File: src/core/serial_buf_regs.vh
`ifndef SERIAL_BUF_REGS_VH
`define SERIAL_BUF_REGS_VH
// ==========================================
// register offsets (byte address on the plain port)
`define OFF_STATUS      4'h0
`define OFF_DATA        4'h1
`define OFF_CTRL1       4'h2
`define OFF_CTRL2       4'h3
// ==========================================
// status field positions
`define ST_RX_FULL      7
`define ST_TX_EMPTY     5
`define ST_MODE_FAULT   4
// ==========================================
// control 1 field positions
`define C1_RX_IRQ_EN    7
`define C1_ENABLE       6
`define C1_TX_IRQ_EN    5
`define C1_MASTER       4
`define C1_SEL_OUT_EN   1
// control 2 field positions
`define C2_FAULT_EN     4
// ==========================================
// reset values
`define CTRL1_RST       8'h04
`define CTRL2_RST       8'h00
`define DATA_RST        8'h00
// ==========================================
// timing: shift clock half period, in ns and in cycles of 20 ns
`define HALF_BIT_NS     80
`define CLK_NS          20
`define HALF_BIT_CYC    (`HALF_BIT_NS / `CLK_NS)
`define BITS_PER_XFER   8
`endif

File: src/core/serial_shifter.v
`timescale 1ns/1ps
`include "serial_buf_regs.vh"
// ==========================================
// eight bit shifter: master makes the clock, slave follows sync'd pins
module serial_shifter #(
    parameter HALF = `HALF_BIT_CYC
) (
    input  wire       clk_sys,
    input  wire       arst_n,
    input  wire       ce,
    input  wire       master,
    input  wire       load,
    input  wire [7:0] load_data,
    input  wire       sck_in,
    input  wire       miso_in,
    input  wire       mosi_in,
    input  wire       ss_in_n,
    output reg        busy_r,
    output reg        done_r,
    output reg  [7:0] rx_data_r,
    output reg        sck_out_r,
    output reg        sdo_r
);
    reg [7:0] sh_r;
    reg [3:0] bit_r;
    reg [7:0] div_r;
    reg       sck_d_r;
    wire      sdi = master ? miso_in : mosi_in;
    wire      rise = master ? (div_r == HALF - 1 && !sck_out_r) : (sck_in && !sck_d_r);
    wire      fall = master ? (div_r == HALF - 1 && sck_out_r) : (!sck_in && sck_d_r);

    always @(posedge clk_sys or negedge arst_n) begin
        if (!arst_n) begin
            busy_r    <= 1'b0;
            done_r    <= 1'b0;
            rx_data_r <= 8'h00;
            sck_out_r <= 1'b0;
            sdo_r     <= 1'b0;
            sh_r      <= 8'h00;
            bit_r     <= 4'h0;
            div_r     <= 8'h00;
            sck_d_r   <= 1'b0;
        end else if (ce) begin
            done_r  <= 1'b0;
            sck_d_r <= sck_in;
            if (load && !busy_r) begin
                busy_r <= 1'b1;
                sh_r   <= load_data;
                sdo_r  <= load_data[7];
                bit_r  <= 4'h0;
                div_r  <= 8'h00;
            end else if (busy_r) begin
                if (master)
                    div_r <= (div_r == HALF - 1) ? 8'h00 : div_r + 8'h01;
                if (master && div_r == HALF - 1)
                    sck_out_r <= ~sck_out_r;
                if (!master && ss_in_n) begin
                    busy_r <= 1'b0;
                end else if (rise) begin
                    sh_r  <= {sh_r[6:0], sdi};
                    bit_r <= bit_r + 4'h1;
                    if (bit_r == `BITS_PER_XFER - 1) begin
                        done_r    <= 1'b1;
                        rx_data_r <= {sh_r[6:0], sdi};
                    end
                end else if (fall) begin
                    sdo_r <= sh_r[7];
                    // busy holds through the trailing fall so the clock idles low
                    if (bit_r == `BITS_PER_XFER)
                        busy_r <= 1'b0;
                end
            end
        end
    end
endmodule

File: src/core/serial_buf.v
// Decided for this implementation: the address-and-strobe port and the placing of the registers.
`timescale 1ns/1ps
`include "serial_buf_regs.vh"
// Operation
// - transfer end sets receive full flag
// - status read then data read clears
// - transmit empty high while buffer free
// - armed status read then data write clears
// - unarmed data write is discarded
// - transmit empty and enable raise irq
// - buffer-to-shifter move sets transmit empty
// - idle write reaches shifter within two cycles
// - shift end loads queued byte
// - no queued byte means no move
// - master with select low sets fault
// - fault only when master, enabled, no output
// - armed status read then control 1 write clears fault
// - unused status bits zero, writes ignored
// - data reads receive buffer, writes transmit
// - master write starts a transfer
// - overrun keeps old byte, drops new
// - no overrun indication given
// - receive enable with full or fault irq
module serial_buf (
    input  wire       clk_sys,
    input  wire       arst_n,
    input  wire       ce,
    input  wire [3:0] addr,
    input  wire [7:0] wdata,
    input  wire       wr,
    input  wire       rd,
    output reg  [7:0] rdata_r,
    input  wire       sck_pin,
    input  wire       miso_pin,
    input  wire       mosi_pin,
    input  wire       ss_pin_n,
    output reg        sck_out_r,
    output reg        sck_oe_r,
    output reg        mosi_out_r,
    output reg        mosi_oe_r,
    output reg        miso_out_r,
    output reg        miso_oe_r,
    output reg        ss_out_n_r,
    output reg        ss_oe_r,
    output reg        irq_r
);
    // ==========================================
    // pin synchronisers, first stage read only by second
    reg [3:0] sync1_r;
    reg [3:0] sync2_r;
    always @(posedge clk_sys or negedge arst_n) begin
        if (!arst_n) begin
            sync1_r <= 4'hF;
            sync2_r <= 4'hF;
        end else if (ce) begin
            sync1_r <= {ss_pin_n, mosi_pin, miso_pin, sck_pin};
            sync2_r <= sync1_r;
        end
    end
    wire sck_s  = sync2_r[0];
    wire miso_s = sync2_r[1];
    wire mosi_s = sync2_r[2];
    wire ss_s_n = sync2_r[3];

    // ==========================================
    // control registers
    reg [7:0] ctrl1_r;
    reg [7:0] ctrl2_r;
    wire      master      = ctrl1_r[`C1_MASTER];
    wire      enable      = ctrl1_r[`C1_ENABLE];
    wire      fault_en    = ctrl2_r[`C2_FAULT_EN];
    wire      sel_out_en  = ctrl1_r[`C1_SEL_OUT_EN];

    // ==========================================
    // flags and buffers
    reg       rx_full_r;
    reg       tx_empty_r;
    reg       fault_r;
    reg       arm_rx_r;
    reg       arm_tx_r;
    reg       arm_fault_r;
    reg [7:0] rx_buf_r;
    reg [7:0] tx_buf_r;
    reg       tx_queued_r;
    reg       fault_in_d_r;

    wire      sh_busy;
    wire      sh_done;
    wire [7:0] sh_rx;
    wire      sh_sck;
    wire      sh_sdo;

    wire st_rd   = rd && addr == `OFF_STATUS;
    wire dat_rd  = rd && addr == `OFF_DATA;
    wire dat_wr  = wr && addr == `OFF_DATA;
    wire c1_wr   = wr && addr == `OFF_CTRL1;
    wire c2_wr   = wr && addr == `OFF_CTRL2;
    wire wr_ok   = dat_wr && arm_tx_r;
    // slave and master alike load a queued byte as soon as the shifter is idle and enabled
    wire do_load = tx_queued_r && !sh_busy && enable;
    wire fault_mode = master && fault_en && !sel_out_en;
    wire fault_set  = enable && fault_mode && !ss_s_n;

    serial_shifter #(
        .HALF (`HALF_BIT_CYC)
    ) u_shift (
        .clk_sys   (clk_sys),
        .arst_n    (arst_n),
        .ce        (ce),
        .master    (master),
        .load      (do_load),
        .load_data (tx_buf_r),
        .sck_in    (sck_s),
        .miso_in   (miso_s),
        .mosi_in   (mosi_s),
        .ss_in_n   (ss_s_n),
        .busy_r    (sh_busy),
        .done_r    (sh_done),
        .rx_data_r (sh_rx),
        .sck_out_r (sh_sck),
        .sdo_r     (sh_sdo)
    );

    always @(posedge clk_sys or negedge arst_n) begin
        if (!arst_n) begin
            ctrl1_r      <= `CTRL1_RST;
            ctrl2_r      <= `CTRL2_RST;
            rx_full_r    <= 1'b0;
            tx_empty_r   <= 1'b1;
            fault_r      <= 1'b0;
            arm_rx_r     <= 1'b0;
            arm_tx_r     <= 1'b0;
            arm_fault_r  <= 1'b0;
            rx_buf_r     <= `DATA_RST;
            tx_buf_r     <= `DATA_RST;
            tx_queued_r  <= 1'b0;
            fault_in_d_r <= 1'b0;
        end else if (ce) begin
            fault_in_d_r <= fault_set;
            if (c1_wr)
                ctrl1_r <= wdata;
            if (c2_wr)
                ctrl2_r <= wdata;
            // arming follows only flags seen set by a status read
            if (st_rd) begin
                arm_rx_r    <= rx_full_r;
                arm_tx_r    <= tx_empty_r;
                arm_fault_r <= fault_r;
            end
            // receive side: set wins over clear
            if (sh_done && !rx_full_r) begin
                rx_buf_r  <= sh_rx;
                rx_full_r <= 1'b1;
            end else if (sh_done && rx_full_r && !(dat_rd && arm_rx_r)) begin
                rx_full_r <= 1'b1;
            end else if (sh_done) begin
                rx_buf_r  <= sh_rx;
                rx_full_r <= 1'b1;
            end else if (dat_rd && arm_rx_r) begin
                rx_full_r <= 1'b0;
            end
            if (dat_rd)
                arm_rx_r <= 1'b0;
            // transmit side
            if (wr_ok) begin
                tx_buf_r    <= wdata;
                tx_queued_r <= 1'b1;
                tx_empty_r  <= 1'b0;
                arm_tx_r    <= 1'b0;
            end else if (do_load) begin
                tx_queued_r <= 1'b0;
                tx_empty_r  <= 1'b1;
            end
            if (dat_wr && !arm_tx_r)
                arm_tx_r <= 1'b0;
            // mode fault: set wins over clear
            if (fault_set) begin
                fault_r <= 1'b1;
            end else if (c1_wr && arm_fault_r) begin
                fault_r <= 1'b0;
            end
            if (c1_wr)
                arm_fault_r <= 1'b0;
            // a fault drops master mode so the bus is released, unless control 1 is written in the fault's first cycle
            if (fault_set && !fault_in_d_r && !c1_wr)
                ctrl1_r[`C1_MASTER] <= 1'b0;
        end
    end

    // ==========================================
    // read data and pins, all registered
    always @(posedge clk_sys or negedge arst_n) begin
        if (!arst_n) begin
            rdata_r    <= 8'h00;
            sck_out_r  <= 1'b0;
            sck_oe_r   <= 1'b0;
            mosi_out_r <= 1'b0;
            mosi_oe_r  <= 1'b0;
            miso_out_r <= 1'b0;
            miso_oe_r  <= 1'b0;
            ss_out_n_r <= 1'b1;
            ss_oe_r    <= 1'b0;
            irq_r      <= 1'b0;
        end else if (ce) begin
            rdata_r <= 8'h00;
            if (rd) begin
                case (addr)
                    `OFF_STATUS: rdata_r <= {rx_full_r, 1'b0, tx_empty_r, fault_r, 4'h0};
                    `OFF_DATA:   rdata_r <= rx_buf_r;
                    `OFF_CTRL1:  rdata_r <= ctrl1_r;
                    `OFF_CTRL2:  rdata_r <= ctrl2_r;
                    default:     rdata_r <= 8'h00;
                endcase
            end
            irq_r <= (tx_empty_r && ctrl1_r[`C1_TX_IRQ_EN])
                  || ((rx_full_r || fault_r) && ctrl1_r[`C1_RX_IRQ_EN]);
            sck_out_r  <= sh_sck;
            sck_oe_r   <= enable && master;
            mosi_out_r <= sh_sdo;
            mosi_oe_r  <= enable && master;
            miso_out_r <= sh_sdo;
            miso_oe_r  <= enable && !master && !ss_s_n;
            ss_out_n_r <= !(sh_busy && master);
            ss_oe_r    <= enable && master && fault_en && sel_out_en;
        end
    end
endmodule

File: config.mk
export PLATFORM = sky130hd
export DESIGN_NAME = serial_buf
export DESIGN_NICKNAME = d
export VERILOG_FILES = /design/src/core/serial_shifter.v /design/src/core/serial_buf.v
export VERILOG_INCLUDE_DIRS = /design/src /design/src/core
export SDC_FILE = /design/constraint.sdc
export NUM_CORES = 1
export LEC_CHECK = 0
export BUFFER_PORTS_ARGS = -buffer_cell sky130_fd_sc_hd__buf_2
export CAP_MARGIN = 20
export CORE_MARGIN = 5
export CORE_UTILIZATION = 55
export CTS_CLUSTER_SIZE = 24
export DETAILED_ROUTE_END_ITERATION = 12
export PLACE_DENSITY = 0.78
export SYNTH_ARGS = -nofsm -noshare
export SYNTH_HDL_FRONTEND = slang
export SYNTH_SLANG_ARGS = --single-unit
File: constraint.sdc
create_clock -name clk_sys -period 4.1 [get_ports clk_sys]
set_input_delay 0.41 -clock clk_sys [delete_from_list [all_inputs] [get_ports clk_sys]]
set_output_delay 0.41 -clock clk_sys [all_outputs]
set_load 0.005 [all_outputs]
Yosys cells after proc, flatten, opt, wreduce, memory -nomap -nowiden
Cells that the tools add are included.
W data, S select, Z words.
{"block": "op_classes", "addsub": 2, "eq_ne": 9, "n_mux": 55, "bitwise": 3, "reduce_logical": 79}
{"cell": "$mux W8", "count": 12}
{"cell": "$mux W1", "count": 37}
{"cell": "$logic_and A1 B1 Y1", "count": 35}
{"cell": "$pmux W8 S4", "count": 1}
{"cell": "$reduce_and A2 Y1", "count": 10}
{"cell": "$reduce_bool A2 Y1", "count": 10}
{"cell": "$mux W4", "count": 4}
{"cell": "$logic_not A1 Y1", "count": 13}
{"cell": "$add A8 B1 Y8 const B", "count": 1}
{"cell": "$eq A4 B2 Y1 const B", "count": 2}
{"cell": "$eq A8 B2 Y1 const B", "count": 1}
{"cell": "$reduce_and A4 Y1", "count": 2}
{"cell": "$reduce_and A3 Y1", "count": 2}
{"cell": "$reduce_and A6 Y1", "count": 1}
{"cell": "$mux W5", "count": 1}
{"cell": "$reduce_and A5 Y1", "count": 1}
{"cell": "$add A4 B1 Y4 const B", "count": 1}
{"cell": "$eq A4 B1 Y1 const B", "count": 1}
{"cell": "$eq A4 B3 Y1 const B", "count": 1}
{"cell": "$eq A4 B4 Y1 const B", "count": 1}
{"cell": "$logic_not A4 Y1", "count": 1}
{"cell": "$ne A2 B2 Y1 const B", "count": 2}
{"cell": "$reduce_bool A4 Y1", "count": 1}
{"cell": "$not A1 Y1", "count": 3}
{"cell": "3 further kinds", "count": 4}
{"block": "word_totals", "regBits": 96, "out_inout_bits": 17, "wordCells": 180}

Longest topological paths before layout
{"block": "depth", "word_depth": 8, "mapped_depth": 7, "depth_no_buf": 6}

Cells and area by module
From an unflattened synthesis, not the netlist that was laid out.
{"block": "hier_totals", "hier_cells": 361, "area_unflattened_um2": 4441.8}
{"module": "serial_buf", "instances": 1, "cells_per_inst": 205, "area_each_um2": 2722.6}
{"module": "serial_shifter", "instances": 1, "cells_per_inst": 156, "area_each_um2": 1719.1}

Least setup slack after synthesis
OpenSTA, ideal clock, no wires.
{"block": "synth_path", "path_kind": "register -> register", "from": "register u_shift.div_r[0]", "to": "register u_shift.rx_data_r[1]", "setup_ns": 0.125, "t_arrival_ns": 2.236, "required_ns": 3.975, "setup_slack_ns": 1.739, "path_stages_with_launch": 7, "path_buffers": 0, "period_less_slack_ns": 2.361, "path_cell_list": "dfrtp_1 ha_1 or4b_4 nor4_4 a21oi_2 nor4_4 mux2_2"}
{"block": "synth_via", "elab_chain_len": 4}
{"element": "from (decl)", "line": "serial_shifter.v:26", "source": "reg [7:0] div_r;"}
{"element": "from (signal assigned)", "line": "serial_shifter.v:54", "source": "div_r <= (div_r == HALF - 1) ? 8'h00 : div_r + 8'h01;"}
{"element": "$eq A8 B2 Y1", "line": "serial_shifter.v:29", "source": "wire rise = master ? (div_r == HALF - 1 && !sck_out_r) : (sck_in && !sck_d_r);"}
{"element": "$logic_and A1 B1 Y1", "line": "serial_shifter.v:29"}
{"element": "$mux W1", "line": "serial_shifter.v:29"}
{"element": "$reduce_and A6 Y1 (no line)"}
{"element": "to (signal assigned)", "line": "serial_shifter.v:64", "source": "rx_data_r <= {sh_r[6:0], sdi};"}
{"element": "to (decl)", "line": "serial_shifter.v:20", "source": "output reg [7:0] rx_data_r,"}
No other way between the ends.
A chain may end at the register's enable or synchronous reset.

Final worst setup path
{"block": "layout_path", "from": "register u_shift.div_r[0]", "to": "register u_shift.rx_data_r[7]"}
The elaborated chain is that of the path after synthesis.

==> impl_metrics.py <==
metrics = {
    "layout": {
        "final_cell_mix": "dfrtp_1 (85), mux2_2 (51), nand2_1 (38)",
        "final_common_cell": "dfrtp_1",
        "nFillCells": 631,
        "final_area_um2": 4780,
        "fin_nets": 423,
        "seqCellArea_um2": 2420,
        "fin_util": 0.621,
        "fin_cells": 506,
        "drive_gt1_frac": 0.309,
        "multi_input_area_um2": 1750,
        "synthToLayoutAreaGrowth_pct": 10.6,
        "diodes": 0,
    },
    "placed_design": {
        "dpl.cell_count": 490,
        "place_ws_ns": 1.45,
        "io_buffers": 37,
        "gp_congestion": 0.846,
        "hpwl_um": 6160,
        "placedInstanceArea_um2": 4570,
    },
    "worst_setup_path": {
        "crit_chain": "ha_1 -> or4b_4 -> nor4_4 -> a21oi_2 -> nor4_4 -> mux2_2",
        "critPathSlowestCell": "nor4_4",
        "startpoint": "u_shift.div_r[0]",
        "crit_top_cell": "nor4_4",
        "cp-end-kind": "flop",
        "cp_max_fo": 9,
        "critPathMaxStageDelay_ns": 0.63,
        "crit_required_ns": 4.34,
        "cp-start-kind": "flop",
        "cp.arrival_ns": 2.92,
        "rr_startpoint": "u_shift.div_r[0]",
        "path_class": "reg2reg",
    },
    "power": {
        "net-switching-power_uw": 699,
        "power_frac_comb": 0.187,
        "switching_share": 0.305,
        "peakVddDrop_mv": 0.204,
        "power_density_nw_per_um2": 480,
        "p_leak_nw": 2.22,
        "post-layout-total-power_mw": 2.29,
        "p_int_mw": 1.60,
        "sequentialPowerShare": 0.541,
        "clockPowerShare": 0.273,
    },
    "die": {
        "coreArea_um2": 7690,
        "io_pins": 38,
        "rows": 32,
        "dieArea_um2": 9720,
        "die_x_um": 98.6,
        "die_height_um": 98.6,
        "initial_core_util": 0.562,
    },
    "yosys": {
        "synthTopCellsByArea": "dfrtp_1 (49%), mux2_2 (13%), dfstp_2 (6.7%)",
        "yosysWarnings": 0,
        "synth_ff_type": "dfrtp_1",
        "synthCells": 368,
        "synth_edf_count": 0,
        "ys_seq_area_frac": 0.559,
        "yosys.area.top_type": "dfrtp_1",
        "syn-num-nets": 392,
        "synthArstFlopShare": 1.00,
        "netlist_area_um2": 4320,
        "avgSynthCellArea_um2": 11.7,
        "synth.distinct_cells": 45,
        "synth-seq-cells": 96,
        "yosysTopAreaCellShare": 0.492,
    },
    "drt": {
        "via_per_inst": 5.89,
        "drt_wl_total_um": 8760,
        "wire_per_inst_um": 17.3,
        "antenna_left": 0,
        "firstDrtPassIters": 4,
        "drt_iter0_drc": 184,
        "remaining_drc_errors": 0,
        "vias": 2979,
    },
    "sta": {
        "max_freq_mhz": 372,
        "fin_setup_tns_ns": 0,
        "worst_clock_skew_ns": 0.0120,
        "setup_viol": 0,
        "min_period_ns": 2.69,
        "fin_crit_sh": 0.655,
        "rsz0062_at_grt": "false",
        "tightest_slew_ns": 0.886,
        "maxSlewViolCount": 0,
        "relSlewSlack": 0.409,
        "hold_viol": 0,
        "whs_ns": 0.164,
        "setup_slack_ns": 1.41,
    },
    "cts": {
        "clk_latency_ns": 0.36,
        "cts_buffers": 9,
        "clockRootBuffer": "clkbuf_8",
        "clk_pin_slew_ns": 0.10,
        "clock_path_buffers": 2,
        "ctsResizeCount": 0,
        "ctsHoldBuffers": 0,
        "cts_tree": "yes",
        "htree_levels": 3,
        "cts_setup_buffers": 0,
        "numClockSinks": 96,
    },
    "global_route": {
        "grtUsageTotal": 0.190,
        "antenna_found_initial": 0,
        "grt_pass1_vias": 2998,
        "grt_pass1_wl_um": 14900,
        "grt_start_max_net_pins": 73,
        "grt-ovfl-total": 0,
    },
    "hold_path": {
        "hp-class": "in2async",
    },
    "flow_run": {
        "drv_cap": 0,
    },
    "outcome": {
        "status": "finished, final reports clean",
    },
}
## metal layers
metal	vias up	part of all wire	routed length (µm)	GRT usage
li1	1379	-	-	-
met1	1498	0.46	4030	0.269
met2	89	0.48	4180	0.302
met3	13	0.046	403	0.0262
met4	0	0.017	152	0.0704
met5	-	0	0	0
## worst max-delay path, delay by kind of cell, from the launching register on
kind                       cells  cell delay (ns)
AOI/OAI and AO/OA              1             0.08
DFF                            1             0.43
adders and majority gates      1             0.26
and+or+nand+nor                3             1.39
muxes                          1             0.41
## registers in the layout, summed over array words and instances (netlist names), 4 cells and up
| name | count |
|---|---|
| tx_buf_r | 8 |
| u_shift.div_r | 8 |
| rdata_r | 8 |
| ctrl1_r | 8 |
| sync2_r | 4 |
| ctrl2_r | 8 |
| u_shift.sh_r | 8 |
| u_shift.bit_r | 4 |
| rx_buf_r | 8 |
| sync1_r | 4 |
| u_shift.rx_data_r | 8 |
## power groups by stage
stage               registers [mW]  clock network [mW]  logic (mW)
global placement              1.25                   0       0.410
detailed placement            1.26                   0       0.429
global route                  1.26               0.679       0.495
CTS                           1.24               0.639       0.432
finish                        1.24               0.625       0.428
floorplan                     1.22                   0       0.320
## synth_stat cells, types with 2 or more instances
library cell and instances:
dfrtp_1 85, mux2_2 51, nand2_1 38, o21ai_0 32
inv_1 17, clkbuf_1 16, nand3_1 12, dfstp_2 11
nor2_1 11, o2bb2ai_1 11, mux2i_1 9, a21oi_1 6
a22oi_1 6, and3_1 5, nand4_1 5, ha_1 3
mux4_2 3, nor3_1 3, xor2_1 3, a21o_1 2
a31oi_1 2, buf_1 2, buf_4 2, nand2b_1 2
nand3b_1 2, nor2b_1 2, nor4_4 2, o211ai_1 2
o21a_1 2, o221ai_1 2, o311ai_0 2, o31ai_1 2
or3_1 2, or4_1 2
## final cells by class
cell class | count | area share
Timing Repair Buffer | 40 | 0.0440
Tap cell | 102 | 0.0267
Multi-Input combinational cell | 234 | 0.367
Clock buffer | 9 | 0.0259
Sequential cell | 96 | 0.506
Inverter | 18 | 0.0141
Clock inverter | 7 | 0.0162
## kinds of logic after synthesis
logic type,after synthesis,share of synthesized area
fa+ha+maj,3,0.00869
mux,63,0.169
simple gates,92,0.112
xor+xnor,4,0.00811
buf+inv,38,0.0348
flops,96,0.559
compound gates,72,0.108
## worst paths after layout
kind                                   endpoint  slack [ns]  depth (start not counted)
setup reg to reg           u_shift.rx_data_r[7]        1.41                          6
max in group asynchronous            ctrl1_r[2]        3.04                          2
setup / recovery           u_shift.rx_data_r[7]        1.41                          6
hold / removal                      tx_buf_r[3]        0.16                          1
min in group clk_sys                 sync1_r[3]        0.28                          2
hold reg to reg                      rdata_r[4]        0.49                          1
Power figures use the tool's default switching activity.
